## config.mk

```make
export PLATFORM = sky130hd
export DESIGN_NAME = mpp_regs
export DESIGN_NICKNAME = d
export VERILOG_FILES = /design/src/mpp_pkg.sv /design/src/mpp_demap_if.sv /design/src/mpp_demap.sv /design/src/mpp_regs.sv
export SDC_FILE = /design/constraint.sdc
export NUM_CORES = 2
export LEC_CHECK = 0
export BUFFER_PORTS_ARGS = -buffer_cell sky130_fd_sc_hd__buf_4
export CORE_UTILIZATION = 50
export DETAILED_ROUTE_END_ITERATION = 16
export GPL_TIMING_DRIVEN = 0
export PLACE_DENSITY = 0.76
export SLEW_MARGIN = 30
export SYNTH_ARGS = -nofsm -noshare
export SYNTH_HDL_FRONTEND = slang
export SYNTH_SLANG_ARGS = --single-unit
export TNS_END_PERCENT = 20
```

## constraint.sdc

```tcl
create_clock -name clk -period 19.6 [get_ports clk]
set_input_delay 0 -clock clk [delete_from_list [all_inputs] [get_ports clk]]
set_output_delay 0 -clock clk [all_outputs]
set_load 0.005 [all_outputs]
```

## src/mpp_pkg.sv

```systemverilog
// constants for the post-processing register bank
package mpp_pkg;
  // ************************************************************
  // register byte addresses
  // ************************************************************
  localparam int ADDR_W = 9;
  localparam logic [8:0] A_CORR_EN = 9'h133;
  localparam logic [8:0] A_DEMAP = 9'h134;
  localparam logic [8:0] A_THR_LO = 9'h135;
  localparam logic [8:0] A_THR_HI = 9'h136;
  localparam logic [8:0] A_NORM = 9'h137;
  localparam logic [8:0] A_GAIN = 9'h138;
  localparam logic [8:0] A_SCALE_OVF = 9'h139;
  localparam logic [8:0] A_RANGE_OVF = 9'h13B;
  localparam logic [8:0] A_CARR_LO = 9'h13C;
  localparam logic [8:0] A_CARR_HI = 9'h13D;
  localparam logic [8:0] A_PH_RE = 9'h13E;
  localparam logic [8:0] A_PH_IM = 9'h13F;
  localparam logic [8:0] A_PS_FRAMES = 9'h140;
  localparam logic [8:0] A_PS_MISS = 9'h141;
  localparam logic [8:0] A_RUN_LO = 9'h142;
  localparam logic [8:0] A_RUN_HI = 9'h143;
  // ************************************************************
  // reset values
  // ************************************************************
  localparam logic RST_CORR_EN = 1'b1;
  localparam logic [7:0] RST_DEMAP = 8'hE0;
  localparam logic [7:0] RST_THR_LO = 8'h00;
  localparam logic [5:0] RST_THR_HI = 6'h06;
  localparam logic [3:0] RST_NORM = 4'hB;
  localparam logic [7:0] RST_GAIN = 8'h80;
  // ************************************************************
  // demap control bit positions
  // ************************************************************
  localparam int NEG_RR = 7;
  localparam int NEG_IR = 6;
  localparam int NEG_RI = 5;
  localparam int NEG_II = 4;
  localparam int ZER_RR = 3;
  localparam int ZER_IR = 2;
  localparam int ZER_RI = 1;
  localparam int ZER_II = 0;
  // ************************************************************
  // datapath widths and limits
  // ************************************************************
  localparam int FFT_W = 12;
  localparam int PRE_W = 12;
  localparam int MET_W = 13;
  localparam int PH_W = 8;
  localparam int GAIN_FRAC = 7;
  localparam int CARR_W = 10;
  localparam logic [4:0] SCALE_MAX = 5'h0F;
endpackage : mpp_pkg

```

## src/mpp_demap_if.sv

```systemverilog
// carrier and control bundle between post processing and demapper
`timescale 1ns/10ps
interface mpp_demap_if;
  logic [7:0] ctrl;
  logic in_valid;
  logic signed [mpp_pkg::PRE_W-1:0] in_re;
  logic signed [mpp_pkg::PRE_W-1:0] in_im;
  logic out_valid;
  logic signed [mpp_pkg::MET_W-1:0] out_re;
  logic signed [mpp_pkg::MET_W-1:0] out_im;
  modport src (output ctrl, in_valid, in_re, in_im,
               input out_valid, out_re, out_im);
  modport demap (input ctrl, in_valid, in_re, in_im,
                 output out_valid, out_re, out_im);
endinterface : mpp_demap_if

```

## src/mpp_demap.sv

```systemverilog
// soft metric demapper: cross-adds re and im with sign and zero control
`timescale 1ns/10ps
module mpp_demap (
  input wire logic clk, // system clock
  input wire logic rst, // synchronous reset, high
  mpp_demap_if.demap dif // carrier in, metric out
);
  localparam int W = mpp_pkg::MET_W;

  logic signed [W-1:0] t_rr, t_ir, t_ri, t_ii;
  logic signed [W-1:0] re_x, im_x;
  logic [7:0] c;

  // ************************************************************
  // contribution terms
  // ************************************************************
  always_comb begin
    c = dif.ctrl;
    re_x = W'(dif.in_re);
    im_x = W'(dif.in_im);
    t_rr = c[mpp_pkg::ZER_RR] ? '0
           : (c[mpp_pkg::NEG_RR] ? -re_x : re_x);
    t_ir = c[mpp_pkg::ZER_IR] ? '0
           : (c[mpp_pkg::NEG_IR] ? -im_x : im_x);
    t_ri = c[mpp_pkg::ZER_RI] ? '0
           : (c[mpp_pkg::NEG_RI] ? -re_x : re_x);
    t_ii = c[mpp_pkg::ZER_II] ? '0
           : (c[mpp_pkg::NEG_II] ? -im_x : im_x);
  end

  // 13-bit result holds any sum of two 12-bit terms
  always_ff @(posedge clk) begin
    if (rst) begin
      dif.out_re <= '0;
      dif.out_im <= '0;
    end else if (dif.in_valid) begin
      dif.out_re <= t_rr + t_ir;
      dif.out_im <= t_ri + t_ii;
    end
  end

  always_ff @(posedge clk) begin
    if (rst) begin
      dif.out_valid <= 1'b0;
    end else begin
      dif.out_valid <= dif.in_valid;
    end
  end
endmodule : mpp_demap

```

## src/mpp_regs.sv

```systemverilog
// post-FFT scaling, phase correction, demap and frame counter registers
`timescale 1ns/10ps
// What this block does
// - correction runs when enable is one, bypassed at zero; resets to one
// - each soft metric sums contributions from real and imaginary inputs
// - demap bits 7..4 negate rr, ir, ri, ii contributions
// - demap bits 3..0 force the same contributions to zero
// - correction uses only carriers whose real part meets the threshold
// - threshold is relative to full scale, 0FFF meaning 2047/2048
// - FFT output scaled by two to the normalization exponent
// - FFT output multiplied by gain over 128, reset unity
// - 8-bit counter of overall scaling overflow events, resets zero
// - 8-bit counter of preprocessing range overflows, resets zero
// - per symbol, 10-bit count of carriers used for the phasor
// - phasor real and imaginary readable as 8-bit two's complement
// - 4-bit count of frames while in pre-sync
// - 3-bit count of frames without marker detection
// - 16-bit run of missed markers in sync, cleared on detection
module mpp_regs (
  input wire logic clk, // system clock, 25 MHz
  input wire logic rst, // synchronous reset, high
  input wire logic [8:0] reg_addr, // register byte address
  input wire logic reg_wr, // write strobe
  input wire logic [7:0] reg_wdata, // write data
  input wire logic reg_rd, // read strobe
  output logic [7:0] reg_rdata, // read data, one cycle after strobe
  input wire logic fft_valid, // carrier from FFT valid
  input wire logic fft_last, // last carrier of symbol
  input wire logic signed [11:0] fft_re, // FFT mantissa real
  input wire logic signed [11:0] fft_im, // FFT mantissa imaginary
  input wire logic [3:0] fft_exp, // FFT block shift
  input wire logic phasor_load, // new phasor from estimator
  input wire logic signed [7:0] phasor_re_in, // estimated phasor real
  input wire logic signed [7:0] phasor_im_in, // estimated phasor imag
  input wire logic frame_tick, // one frame received
  input wire logic presync, // frame sync in pre-sync state
  input wire logic in_sync, // frame sync in sync state
  input wire logic marker_found, // marker symbol detected this frame
  output logic met_valid, // soft metric valid
  output logic signed [12:0] met_re, // real soft metric
  output logic signed [12:0] met_im // imaginary soft metric
);
  localparam int PW = mpp_pkg::PRE_W;
  localparam int SW = mpp_pkg::FFT_W + 16;
  localparam int MW = SW + 9;

  // ************************************************************
  // software registers
  // ************************************************************
  logic corr_en_q;
  logic [7:0] demap_q;
  logic [7:0] thr_lo_q;
  logic [5:0] thr_hi_q;
  logic [3:0] norm_q;
  logic [7:0] gain_q;

  always_ff @(posedge clk) begin
    if (rst) begin
      corr_en_q <= mpp_pkg::RST_CORR_EN;
      demap_q <= mpp_pkg::RST_DEMAP;
      thr_lo_q <= mpp_pkg::RST_THR_LO;
      thr_hi_q <= mpp_pkg::RST_THR_HI;
      norm_q <= mpp_pkg::RST_NORM;
      gain_q <= mpp_pkg::RST_GAIN;
    end else if (reg_wr) begin
      case (reg_addr)
        mpp_pkg::A_CORR_EN: corr_en_q <= reg_wdata[0];
        mpp_pkg::A_DEMAP: demap_q <= reg_wdata;
        mpp_pkg::A_THR_LO: thr_lo_q <= reg_wdata;
        mpp_pkg::A_THR_HI: thr_hi_q <= reg_wdata[5:0];
        mpp_pkg::A_NORM: norm_q <= reg_wdata[3:0];
        mpp_pkg::A_GAIN: gain_q <= reg_wdata;
        default: ;
      endcase
    end
  end

  // ************************************************************
  // stage 1: exponent shift, linear gain, range limit
  // ************************************************************
  logic signed [SW-1:0] sh_re, sh_im;
  logic signed [MW-1:0] g_re, g_im;
  logic signed [MW-1:0] lim_hi, lim_lo;
  logic ovf_re, ovf_im, scale_ovf;
  logic s1_valid_q, s1_last_q;
  logic signed [PW-1:0] s1_re_q, s1_im_q;

  always_comb begin
    sh_re = SW'(fft_re) <<< norm_q;
    sh_im = SW'(fft_im) <<< norm_q;
    g_re = (MW'(sh_re) * $signed({1'b0, gain_q}))
           >>> mpp_pkg::GAIN_FRAC;
    g_im = (MW'(sh_im) * $signed({1'b0, gain_q}))
           >>> mpp_pkg::GAIN_FRAC;
    lim_hi = MW'((1 <<< (PW - 1)) - 1);
    lim_lo = -MW'(1 <<< (PW - 1));
    ovf_re = (g_re > lim_hi) || (g_re < lim_lo);
    ovf_im = (g_im > lim_hi) || (g_im < lim_lo);
    // fft shift plus norm shift beyond what the datapath can carry
    scale_ovf = ({1'b0, fft_exp} + {1'b0, norm_q}) > mpp_pkg::SCALE_MAX;
  end

  // clipping keeps a single overflow from wrapping the metric sign
  always_ff @(posedge clk) begin
    if (rst) begin
      s1_re_q <= '0;
      s1_im_q <= '0;
    end else if (fft_valid) begin
      s1_re_q <= ovf_re ? (g_re[MW-1] ? lim_lo[PW-1:0] : lim_hi[PW-1:0])
                        : g_re[PW-1:0];
      s1_im_q <= ovf_im ? (g_im[MW-1] ? lim_lo[PW-1:0] : lim_hi[PW-1:0])
                        : g_im[PW-1:0];
    end
  end

  always_ff @(posedge clk) begin
    if (rst) begin
      s1_valid_q <= 1'b0;
      s1_last_q <= 1'b0;
    end else begin
      s1_valid_q <= fft_valid;
      s1_last_q <= fft_valid && fft_last;
    end
  end

  // ************************************************************
  // overflow event counters
  // ************************************************************
  logic [7:0] scale_ovf_q, range_ovf_q;
  logic range_ev;
  assign range_ev = fft_valid && (ovf_re || ovf_im);

  always_ff @(posedge clk) begin
    if (rst) begin
      scale_ovf_q <= 8'h00;
    end else if (fft_valid && scale_ovf && scale_ovf_q != 8'hFF) begin
      scale_ovf_q <= scale_ovf_q + 8'h01;
    end
  end

  always_ff @(posedge clk) begin
    if (rst) begin
      range_ovf_q <= 8'h00;
    end else if (range_ev && range_ovf_q != 8'hFF) begin
      range_ovf_q <= range_ovf_q + 8'h01;
    end
  end

  // ************************************************************
  // phase offset correction
  // ************************************************************
  logic signed [PW-1:0] thr_cmp;
  logic use_carr;
  logic [9:0] carr_run_q, carr_q;
  logic signed [7:0] ph_re_q, ph_im_q;
  logic signed [PW+9:0] rot_re, rot_im;
  logic signed [PW-1:0] s2_re_q, s2_im_q;
  logic s2_valid_q;

  // bit 0 of the 14-bit field sits below the 2048-step carrier grid
  // field bit 13 is kept zero by software and not compared
  assign thr_cmp = $signed({thr_hi_q[4:0], thr_lo_q[7:1]});
  assign use_carr = s1_valid_q && (s1_re_q >= thr_cmp);

  always_ff @(posedge clk) begin
    if (rst) begin
      carr_run_q <= '0;
    end else if (s1_last_q) begin
      carr_run_q <= '0;
    end else if (use_carr && carr_run_q != 10'h3FF) begin
      carr_run_q <= carr_run_q + 10'h001;
    end
  end

  always_ff @(posedge clk) begin
    if (rst) begin
      carr_q <= '0;
    end else if (s1_last_q) begin
      carr_q <= (use_carr && carr_run_q != 10'h3FF) ?
                carr_run_q + 10'h001 : carr_run_q;
    end
  end

  // unity phasor until the estimator supplies one
  always_ff @(posedge clk) begin
    if (rst) begin
      ph_re_q <= 8'h7F;
      ph_im_q <= 8'h00;
    end else if (phasor_load) begin
      ph_re_q <= phasor_re_in;
      ph_im_q <= phasor_im_in;
    end
  end

  // multiply by the conjugate phasor, 2^-7 weighting
  always_comb begin
    rot_re = (PW'(s1_re_q) * ph_re_q + PW'(s1_im_q) * ph_im_q)
             >>> mpp_pkg::GAIN_FRAC;
    rot_im = (PW'(s1_im_q) * ph_re_q - PW'(s1_re_q) * ph_im_q)
             >>> mpp_pkg::GAIN_FRAC;
  end

  always_ff @(posedge clk) begin
    if (rst) begin
      s2_re_q <= '0;
      s2_im_q <= '0;
    end else if (s1_valid_q) begin
      s2_re_q <= corr_en_q ? rot_re[PW-1:0] : s1_re_q;
      s2_im_q <= corr_en_q ? rot_im[PW-1:0] : s1_im_q;
    end
  end

  always_ff @(posedge clk) begin
    if (rst) begin
      s2_valid_q <= 1'b0;
    end else begin
      s2_valid_q <= s1_valid_q;
    end
  end

  // ************************************************************
  // demapper
  // ************************************************************
  mpp_demap_if dif ();
  assign dif.ctrl = demap_q;
  assign dif.in_valid = s2_valid_q;
  assign dif.in_re = s2_re_q;
  assign dif.in_im = s2_im_q;
  assign met_valid = dif.out_valid;
  assign met_re = dif.out_re;
  assign met_im = dif.out_im;

  mpp_demap u_demap (
    .clk (clk),
    .rst (rst),
    .dif (dif)
  );

  // ************************************************************
  // frame counters
  // ************************************************************
  logic [3:0] ps_frames_q;
  logic [2:0] ps_miss_q;
  logic [15:0] run_q;
  logic presync_q;
  logic ps_enter;
  assign ps_enter = presync && !presync_q;

  always_ff @(posedge clk) begin
    if (rst) begin
      presync_q <= 1'b0;
    end else begin
      presync_q <= presync;
    end
  end

  always_ff @(posedge clk) begin
    if (rst) begin
      ps_frames_q <= '0;
    end else if (ps_enter) begin
      // a frame on the entry cycle still counts
      ps_frames_q <= {3'h0, frame_tick};
    end else if (presync && frame_tick && ps_frames_q != 4'hF) begin
      ps_frames_q <= ps_frames_q + 4'h1;
    end
  end

  always_ff @(posedge clk) begin
    if (rst) begin
      ps_miss_q <= '0;
    end else if (ps_enter) begin
      ps_miss_q <= {2'h0, frame_tick && !marker_found};
    end else if (presync && frame_tick && !marker_found
                 && ps_miss_q != 3'h7) begin
      ps_miss_q <= ps_miss_q + 3'h1;
    end
  end

  always_ff @(posedge clk) begin
    if (rst) begin
      run_q <= '0;
    end else if (in_sync && frame_tick) begin
      if (marker_found) begin
        run_q <= '0;
      end else if (run_q != 16'hFFFF) begin
        run_q <= run_q + 16'h0001;
      end
    end
  end

  // ************************************************************
  // read path with high-byte snapshot
  // ************************************************************
  logic [1:0] carr_snap_q;
  logic [7:0] run_snap_q;

  always_ff @(posedge clk) begin
    if (rst) begin
      carr_snap_q <= '0;
      run_snap_q <= '0;
    end else if (reg_rd) begin
      if (reg_addr == mpp_pkg::A_CARR_LO) begin
        carr_snap_q <= carr_q[9:8];
      end
      if (reg_addr == mpp_pkg::A_RUN_LO) begin
        run_snap_q <= run_q[15:8];
      end
    end
  end

  always_ff @(posedge clk) begin
    if (rst) begin
      reg_rdata <= 8'h00;
    end else if (reg_rd) begin
      case (reg_addr)
        mpp_pkg::A_CORR_EN: reg_rdata <= {7'h00, corr_en_q};
        mpp_pkg::A_DEMAP: reg_rdata <= demap_q;
        mpp_pkg::A_THR_LO: reg_rdata <= thr_lo_q;
        mpp_pkg::A_THR_HI: reg_rdata <= {2'h0, thr_hi_q};
        mpp_pkg::A_NORM: reg_rdata <= {4'h0, norm_q};
        mpp_pkg::A_GAIN: reg_rdata <= gain_q;
        mpp_pkg::A_SCALE_OVF: reg_rdata <= scale_ovf_q;
        mpp_pkg::A_RANGE_OVF: reg_rdata <= range_ovf_q;
        mpp_pkg::A_CARR_LO: reg_rdata <= carr_q[7:0];
        mpp_pkg::A_CARR_HI: reg_rdata <= {6'h00, carr_snap_q};
        mpp_pkg::A_PH_RE: reg_rdata <= ph_re_q;
        mpp_pkg::A_PH_IM: reg_rdata <= ph_im_q;
        mpp_pkg::A_PS_FRAMES: reg_rdata <= {4'h0, ps_frames_q};
        mpp_pkg::A_PS_MISS: reg_rdata <= {5'h00, ps_miss_q};
        mpp_pkg::A_RUN_LO: reg_rdata <= run_q[7:0];
        mpp_pkg::A_RUN_HI: reg_rdata <= run_snap_q;
        default: reg_rdata <= 8'h00;
      endcase
    end
  end
endmodule : mpp_regs

```

# Yosys cells after proc, flatten, opt, wreduce, memory -nomap -nowiden
# Index checks and enable logic that the tools add are counted.
[word_totals] reg_bits=207 word_cells=135
[classes] addsub=13 mul=6 n_lt_le_gt_ge=6 eq_ne=22 shift=2 muxes=22 n_reduce_logical=33
[op_table] op="equality test 9 bit (second input constant)" n=16
[op_table] op="one-hot mux 8 bit (16 select lines)" n=1
[op_table] op="two-way mux 13 bit" n=8
[op_table] op="multiplier 12 x 8 -> 19 bit" n=4
[op_table] op="multiplier 28 x 9 -> 37 bit" n=2
[op_table] op="two-way mux 12 bit" n=6
[op_table] op="greater-than comparator 30 x 12 -> 1 bit (second input constant)" n=2
[op_table] op="< comparator 30 x 12 -> 1 bit (second input constant)" n=2
[op_table] op="<<< shifter 12 x 4 -> 28 bit" n=2
[op_table] op="two-way mux 16 bit" n=2
[op_table] op="adder 13 bit" n=2
[op_table] op="negation 13 bit" n=2
[op_table] op="adder 19 bit" n=1
[op_table] op="subtractor 19 bit" n=1
[op_table] op="AND reduction 2 bit" n=9
[op_table] op="adder 16 x 1 -> 16 bit (second input constant)" n=1
[op_table] op="adder 8 x 1 -> 8 bit (second input constant)" n=2
[op_table] op="!= test 16 bit (second input constant)" n=1
[op_table] op="!= test 8 bit (second input constant)" n=2
[op_table] op="logical AND 1 bit" n=14
[op_table] op=">= comparator 12 bit" n=1
[op_table] op="adder 10 x 1 -> 10 bit (second input constant)" n=1
[op_table] op="two-way mux 10 bit" n=1
[op_table] op="!= test 10 bit (second input constant)" n=1
[op_table] op="11 further kinds" n=20

# Longest topological paths before layout
[logic_depth] depth_word=7 mapped_depth=32

# Modules after synthesis
# Synthesis repeated with hierarchy kept, for this count alone.
[hier_totals] hier_cells=4859 area_unflattened_um2=41158.2
[modules_own_cells] mod="mpp_regs" n_inst=1 cells_each=4431 area_per_inst_um2=38060.3 seq_area_each_um2=3603.5
[modules_own_cells] mod="mpp_demap" n_inst=1 cells_each=428 area_per_inst_um2=3098.0 seq_area_each_um2=540.5

# Worst setup path after synthesis
# No wires, ideal clock.
[synth_timing] path_kind="reg-to-reg" start="reg norm_q[1]" end="reg range_ovf_q[3]" setup_time_ps=123 arrival_ps=7592 t_required_ps=19477 path_slack_ps=11885 path_stages_with_launch=30 path_buffers=2 synth_period_minus_slack_ps=7715 path_cell_list="dfxtp_1 buf_2 buf_1 mux2i_1 nand2_1 o21ai_0 o22a_1 nor2_1 nand2_1 fa_1 inv_1 fa_1 inv_1 fa_1 fa_1 inv_1 ha_1 or4bb_1 or4_1 a211o_1 o211ai_1 nor2_1 xnor2_1 o2111ai_1 or4_1 or4_1 o21ai_2 a31oi_4 nand4_1 mux2_1"
[synth_between] elab_chain_len=7 elab_cells_between_ends=13
[synth_lines] item="start: declaration" line_no="mpp_regs.sv:54" rtl="logic [3:0] norm_q;"
[synth_lines] item="start signal: assignment" line_no="mpp_regs.sv:63" rtl="norm_q <= mpp_pkg::RST_NORM;"
[synth_lines] item="start signal: assignment" line_no="mpp_regs.sv:71" rtl="mpp_pkg::A_NORM: norm_q <= reg_wdata[3:0];"
[synth_lines] item="<<< shifter 12 x 4 -> 28 bit, on equally long branches" line_no="mpp_regs.sv:89, mpp_regs.sv:90"
[synth_lines] item="multiplier 28 x 9 -> 37 bit, on equally long branches" line_no="mpp_regs.sv:91, mpp_regs.sv:93"
[synth_lines] item="greater-than comparator 30 x 12 -> 1 bit, or another cell as far along" line_no="mpp_regs.sv:97" rtl="ovf_re = (g_re > lim_hi) || (g_re < lim_lo);"
[synth_lines] item="logical OR 1 bit, on equally long branches" line_no="mpp_regs.sv:97, mpp_regs.sv:98"
[synth_lines] item="logical OR 1 bit *" line_no="mpp_regs.sv:131" rtl="assign range_ev = fft_valid && (ovf_re || ovf_im);"
[synth_lines] item="logical AND 1 bit *" line_no="mpp_regs.sv:131"
[synth_lines] item="logical AND 1 bit *" line_no="mpp_regs.sv:144" rtl="end else if (range_ev && range_ovf_q != 8'hFF) begin"
[synth_lines] item="end signal: assignment" line_no="mpp_regs.sv:145" rtl="range_ovf_q <= range_ovf_q + 8'h01;"
[synth_lines] item="end: declaration" line_no="mpp_regs.sv:129" rtl="logic [7:0] scale_ovf_q, range_ovf_q;"
# Mark *: on every way between the ends. The rest lies on a longest branch, timed or not.
# A chain may end at the register's enable or synchronous reset.

# Final worst setup path
# Ends and elaborated chain as after synthesis.

==> summary.md <==
| Metric | Value |
|---|---|
| Met3 routed WL | `roughly 12000 µm` |
| Wire per inst | `slightly above 20 µm` |
| Top cells by area, synth | `fa_1 (34%), dfxtp_1 (10%), ha_1 (9.3%)` |
| Net count after synthesis | `a little under 6000` |
| Post-synth EDFFs | `0` |
| FP Rows | `between 100 and 150` |
| Clock latency on the worst-skew pair | `0.55 ns` |
| Die Wd | `roughly 290 µm` |
| Htree depth | `1` |
| Post-CTS resize count | `0` |
| Top layer used by detailed routing | `met5` |
| Reg2reg path depth | `30` |
| Place WS | `9.914 ns` |
| Commonest non-fill, non-tap cell in the layout | `inv_1` |
| DR pass1 iterations | `8` |
| Final Setup Violations | `0` |
| Actual slew at the worst max-slew pin | `1.067 ns` |
| Syn Std Cell Area | `about 41000 µm²` |
| Worst hold stages | `5` |
| Period minus WS final | `roughly 10 ns` |
| Most frequent cells in the layout | `inv_1 (805), fa_1 (698), nand2_1 (518)` |
| WL final | `roughly 120000 µm` |
| GRT Total Usage | `30.35%` |
| Post-Route Setup TNS | `0 ns` |
| Die height | `between 200 and 300 µm` |
| Post-layout net count | `6036` |
| Initial antenna violation count | `5` |
| Slew Limit Headroom | `a little under 30%` |
| Final setup margin | `between 9 and 10 ns` |
| Data arrival, critical path | `about 10 ns` |
| Clock root cell | `clkbuf_16` |
| Reg2Reg Launch Point | `norm_q[1]$_SDFFE_PP1P_` |
| GPL Wtd Cong | `between 0.9 and 1` |
| Largest net degree at the start of global routing | `15` |
| Placed cell areas | `~43000 µm²` |
| Total congestion overflow | `0` |
| Fin area | `around 44000 µm²` |
| RR Endpoint | `range_ovf_q[3]$_SDFFE_PP0P_` |
| CTS tree | `built` |
| IO buf count | `approximately 110` |
| Hold path endpoint | `corr_en_q$_SDFFE_PP1P_` |
| Post-CTS Hold Fix Bufs | `between 40 and 50` |
| Post-DP HPWL | `98870 µm` |
| Asr flop ratio synth | `0%` |
| Crit Path Max Fanout | `10` |
| Mapped Cells | `between 4000 and 5000` |
| Vias/cell | `around 5.8` |
| P_leak | `21.68 nW` |
| Worst setup EP type | `register` |
| Unrepaired setup endpoints after global routing | `false` |
| Setup repair bufs after CTS | `0` |
| Initial DRC count | `around 3300` |
| Synth area leader | `fa_1` |
| WL met2 | `between 50000 and 60000 µm` |
| Syn Area/Cell | `8.504 µm²` |
| Clk sinks | `around 210` |
| Primary FF master, synth | `dfxtp_1` |
| Synth cell types | `90` |
| Via count | `34784` |
| Pwr dens | `between 90 and 100 nW/µm²` |
| Hold Fails Final Rpt | `0` |
| Slew Viols, Final | `0` |
| Peak VDD IR | `0.0002118 V` |
| CP max stage delay | `a little over 0.7 ns` |
| Seq/Total Area, Yosys | `about 10%` |
| YS warnings | `0` |
| Outcome | `completed` |
| Max-cap violation count | `0` |
| Synth-to-layout area growth | `8.556%` |
| Worst min-delay path category | `input port to register` |
| Startpoint types | `register` |
| R2r setup slk | `9.68 ns` |
| Fin Hold WS | `0.1600 ns` |
| DRT antenna net count | `0` |
| Initial Util | `between 50% and 60%` |
| Cts bufs inserted | `24` |
| CTS clk-pin slew, worst paths | `roughly 0.070 ns` |
| Synthesized flop and latch total | `207` |
| DRC | `0` |
| Final worst clock skew | `0.02098 ns` |
| IO Count | `around 110` |
| Yosys top cell area share | `around a third` |
| Full die area | `between 80000 and 90000 µm²` |
| First-pass GRT wire length | `slightly below 200000 µm` |
| Fmax achieved | `between 100 and 150 MHz` |
| Min-Delay Startpoint | `reg_addr[6]` |
| Vias in the first global route | `~36000` |
| CP max stage cell | `o41ai_4` |
| WL met1 | `~47000 µm` |
| Clock Path Buffers | `3` |
| Final period util | `between 50 and 60%` |
| Dpl cells | `between 5000 and 6000` |
| Post-Layout Cell Count | `6047` |
| Req. time, crit path | `20.04 ns` |
| Kind of critical path | `register to register` |
| Core area | `a little over 80000 µm²` |
| Layout cell share with drive strength beyond 1 | `approximately 4.2%` |
worst max-delay path by stage:
stage | from | end | slack (ns) | depth (start not counted)
after floorplan | norm_q[1]$_SDFFE_PP1P_ | range_ovf_q[3]$_SDFFE_PP0P_ | 11.89 | 29
after global placement | norm_q[1]$_SDFFE_PP1P_ | s1_im_q[9]$_SDFFE_PP0P_ | 9.71 | 31
after detailed placement | norm_q[1]$_SDFFE_PP1P_ | s1_im_q[9]$_SDFFE_PP0P_ | 9.91 | 31
after CTS | norm_q[1]$_SDFFE_PP1P_ | s1_im_q[9]$_SDFFE_PP0P_ | 9.88 | 31
after global routing | norm_q[1]$_SDFFE_PP1P_ | range_ovf_q[3]$_SDFFE_PP0P_ | 9.19 | 30
final | norm_q[1]$_SDFFE_PP1P_ | range_ovf_q[3]$_SDFFE_PP0P_ | 9.68 | 30
cell usage after synthesis (12+ instances only):
library cell and count:
a211oi_1 54, nand2b_1 52, nor2b_1 64, mux2_2 15
clkbuf_1 218, fa_1 698, and2_1 401, a31oi_1 19
mux2i_1 80, a21o_1 48, a222oi_1 18, o21bai_1 13
nor3_1 47, or3_1 36, nand3_1 79, a21oi_1 208
nand4_1 24, dfxtp_1 207, and3_1 53, xor2_1 80
or2_2 12, nand2_1 518, a22oi_1 15, nor2_1 321
a211o_1 19, o21a_1 14, o21ai_0 66, nor3b_1 12
xnor2_1 107, ha_1 303, inv_1 805
kinds of logic after synthesis:
family	Yosys count	synth area share (%)
AND/OR/NAND/NOR	1668	20.39
buffers and inverters	1041	9.619
adder cells (fa/ha/maj)	1001	43.60
AO/OA/AOI/OAI	587	9.677
flip-flops	207	10.17
XOR/XNOR	187	4.020
multiplexers	100	2.518
worst max-delay path, delay by kind of cell, from the launching register on:
kind	cells	cell delay, ns
xor gates and xnor gates	1	0.21
adders and majority gates	5	2.28
and+or+nand+nor	9	1.88
DFF	1	0.48
AOI/OAI and AO/OA	8	2.83
buffers and inverters	6	1.76
muxes	1	0.33
per-stage QoR:
stage / utilization (%) / power (mW)
final: 54.91 / 4.248
after global routing: 54.89 / 4.609
after global placement: 53.20 / 3.603
after CTS: 54.88 / 4.207
after detailed placement: 53.25 / 3.666
after floorplan: - / 2.751
report_power, final:
part	switching, mW	total (mW)	internal, mW	leakage [nW]
clock network	0.199	0.511	0.312	0.436
logic	1.89	3.21	1.33	19.6
registers	0.0599	0.524	0.464	1.69
cell type report:
type,count,area (µm²)
antenna,6,15.01
buffer,233,889.6
timing repair buffer,146,1199
sequential,207,4144
multi-input combinational,3543,32710
clock inverter,15,236.5
fill,7337,36320
tap,1060,1326
inverter,808,3033
clock buffer,29,669.4
routing by layer:
metal  vias up  GRT usage (%)
met5         -              0
li1      15489              -
met1     17155          38.58
met4         2          15.44
met3       401          5.531
met2      1737          49.43
state kept, by name, summed over array words and instances, names as in the netlist, 4 cells and up:
register,count
demap_q,8
run_snap_q,8
carr_q,10
ph_im_q,8
thr_hi_q,6
thr_lo_q,8
s1_re_q,12
gain_q,8
range_ovf_q,8
u_demap.dif.out_im,13
s1_im_q,12
u_demap.dif.out_re,13
dif.in_im,12
norm_q,4
reg_rdata,8
carr_run_q,10
run_q,16
scale_ovf_q,8
dif.in_re,12
ps_frames_q,4
ph_re_q,8
Power figures use the tool's default switching activity.
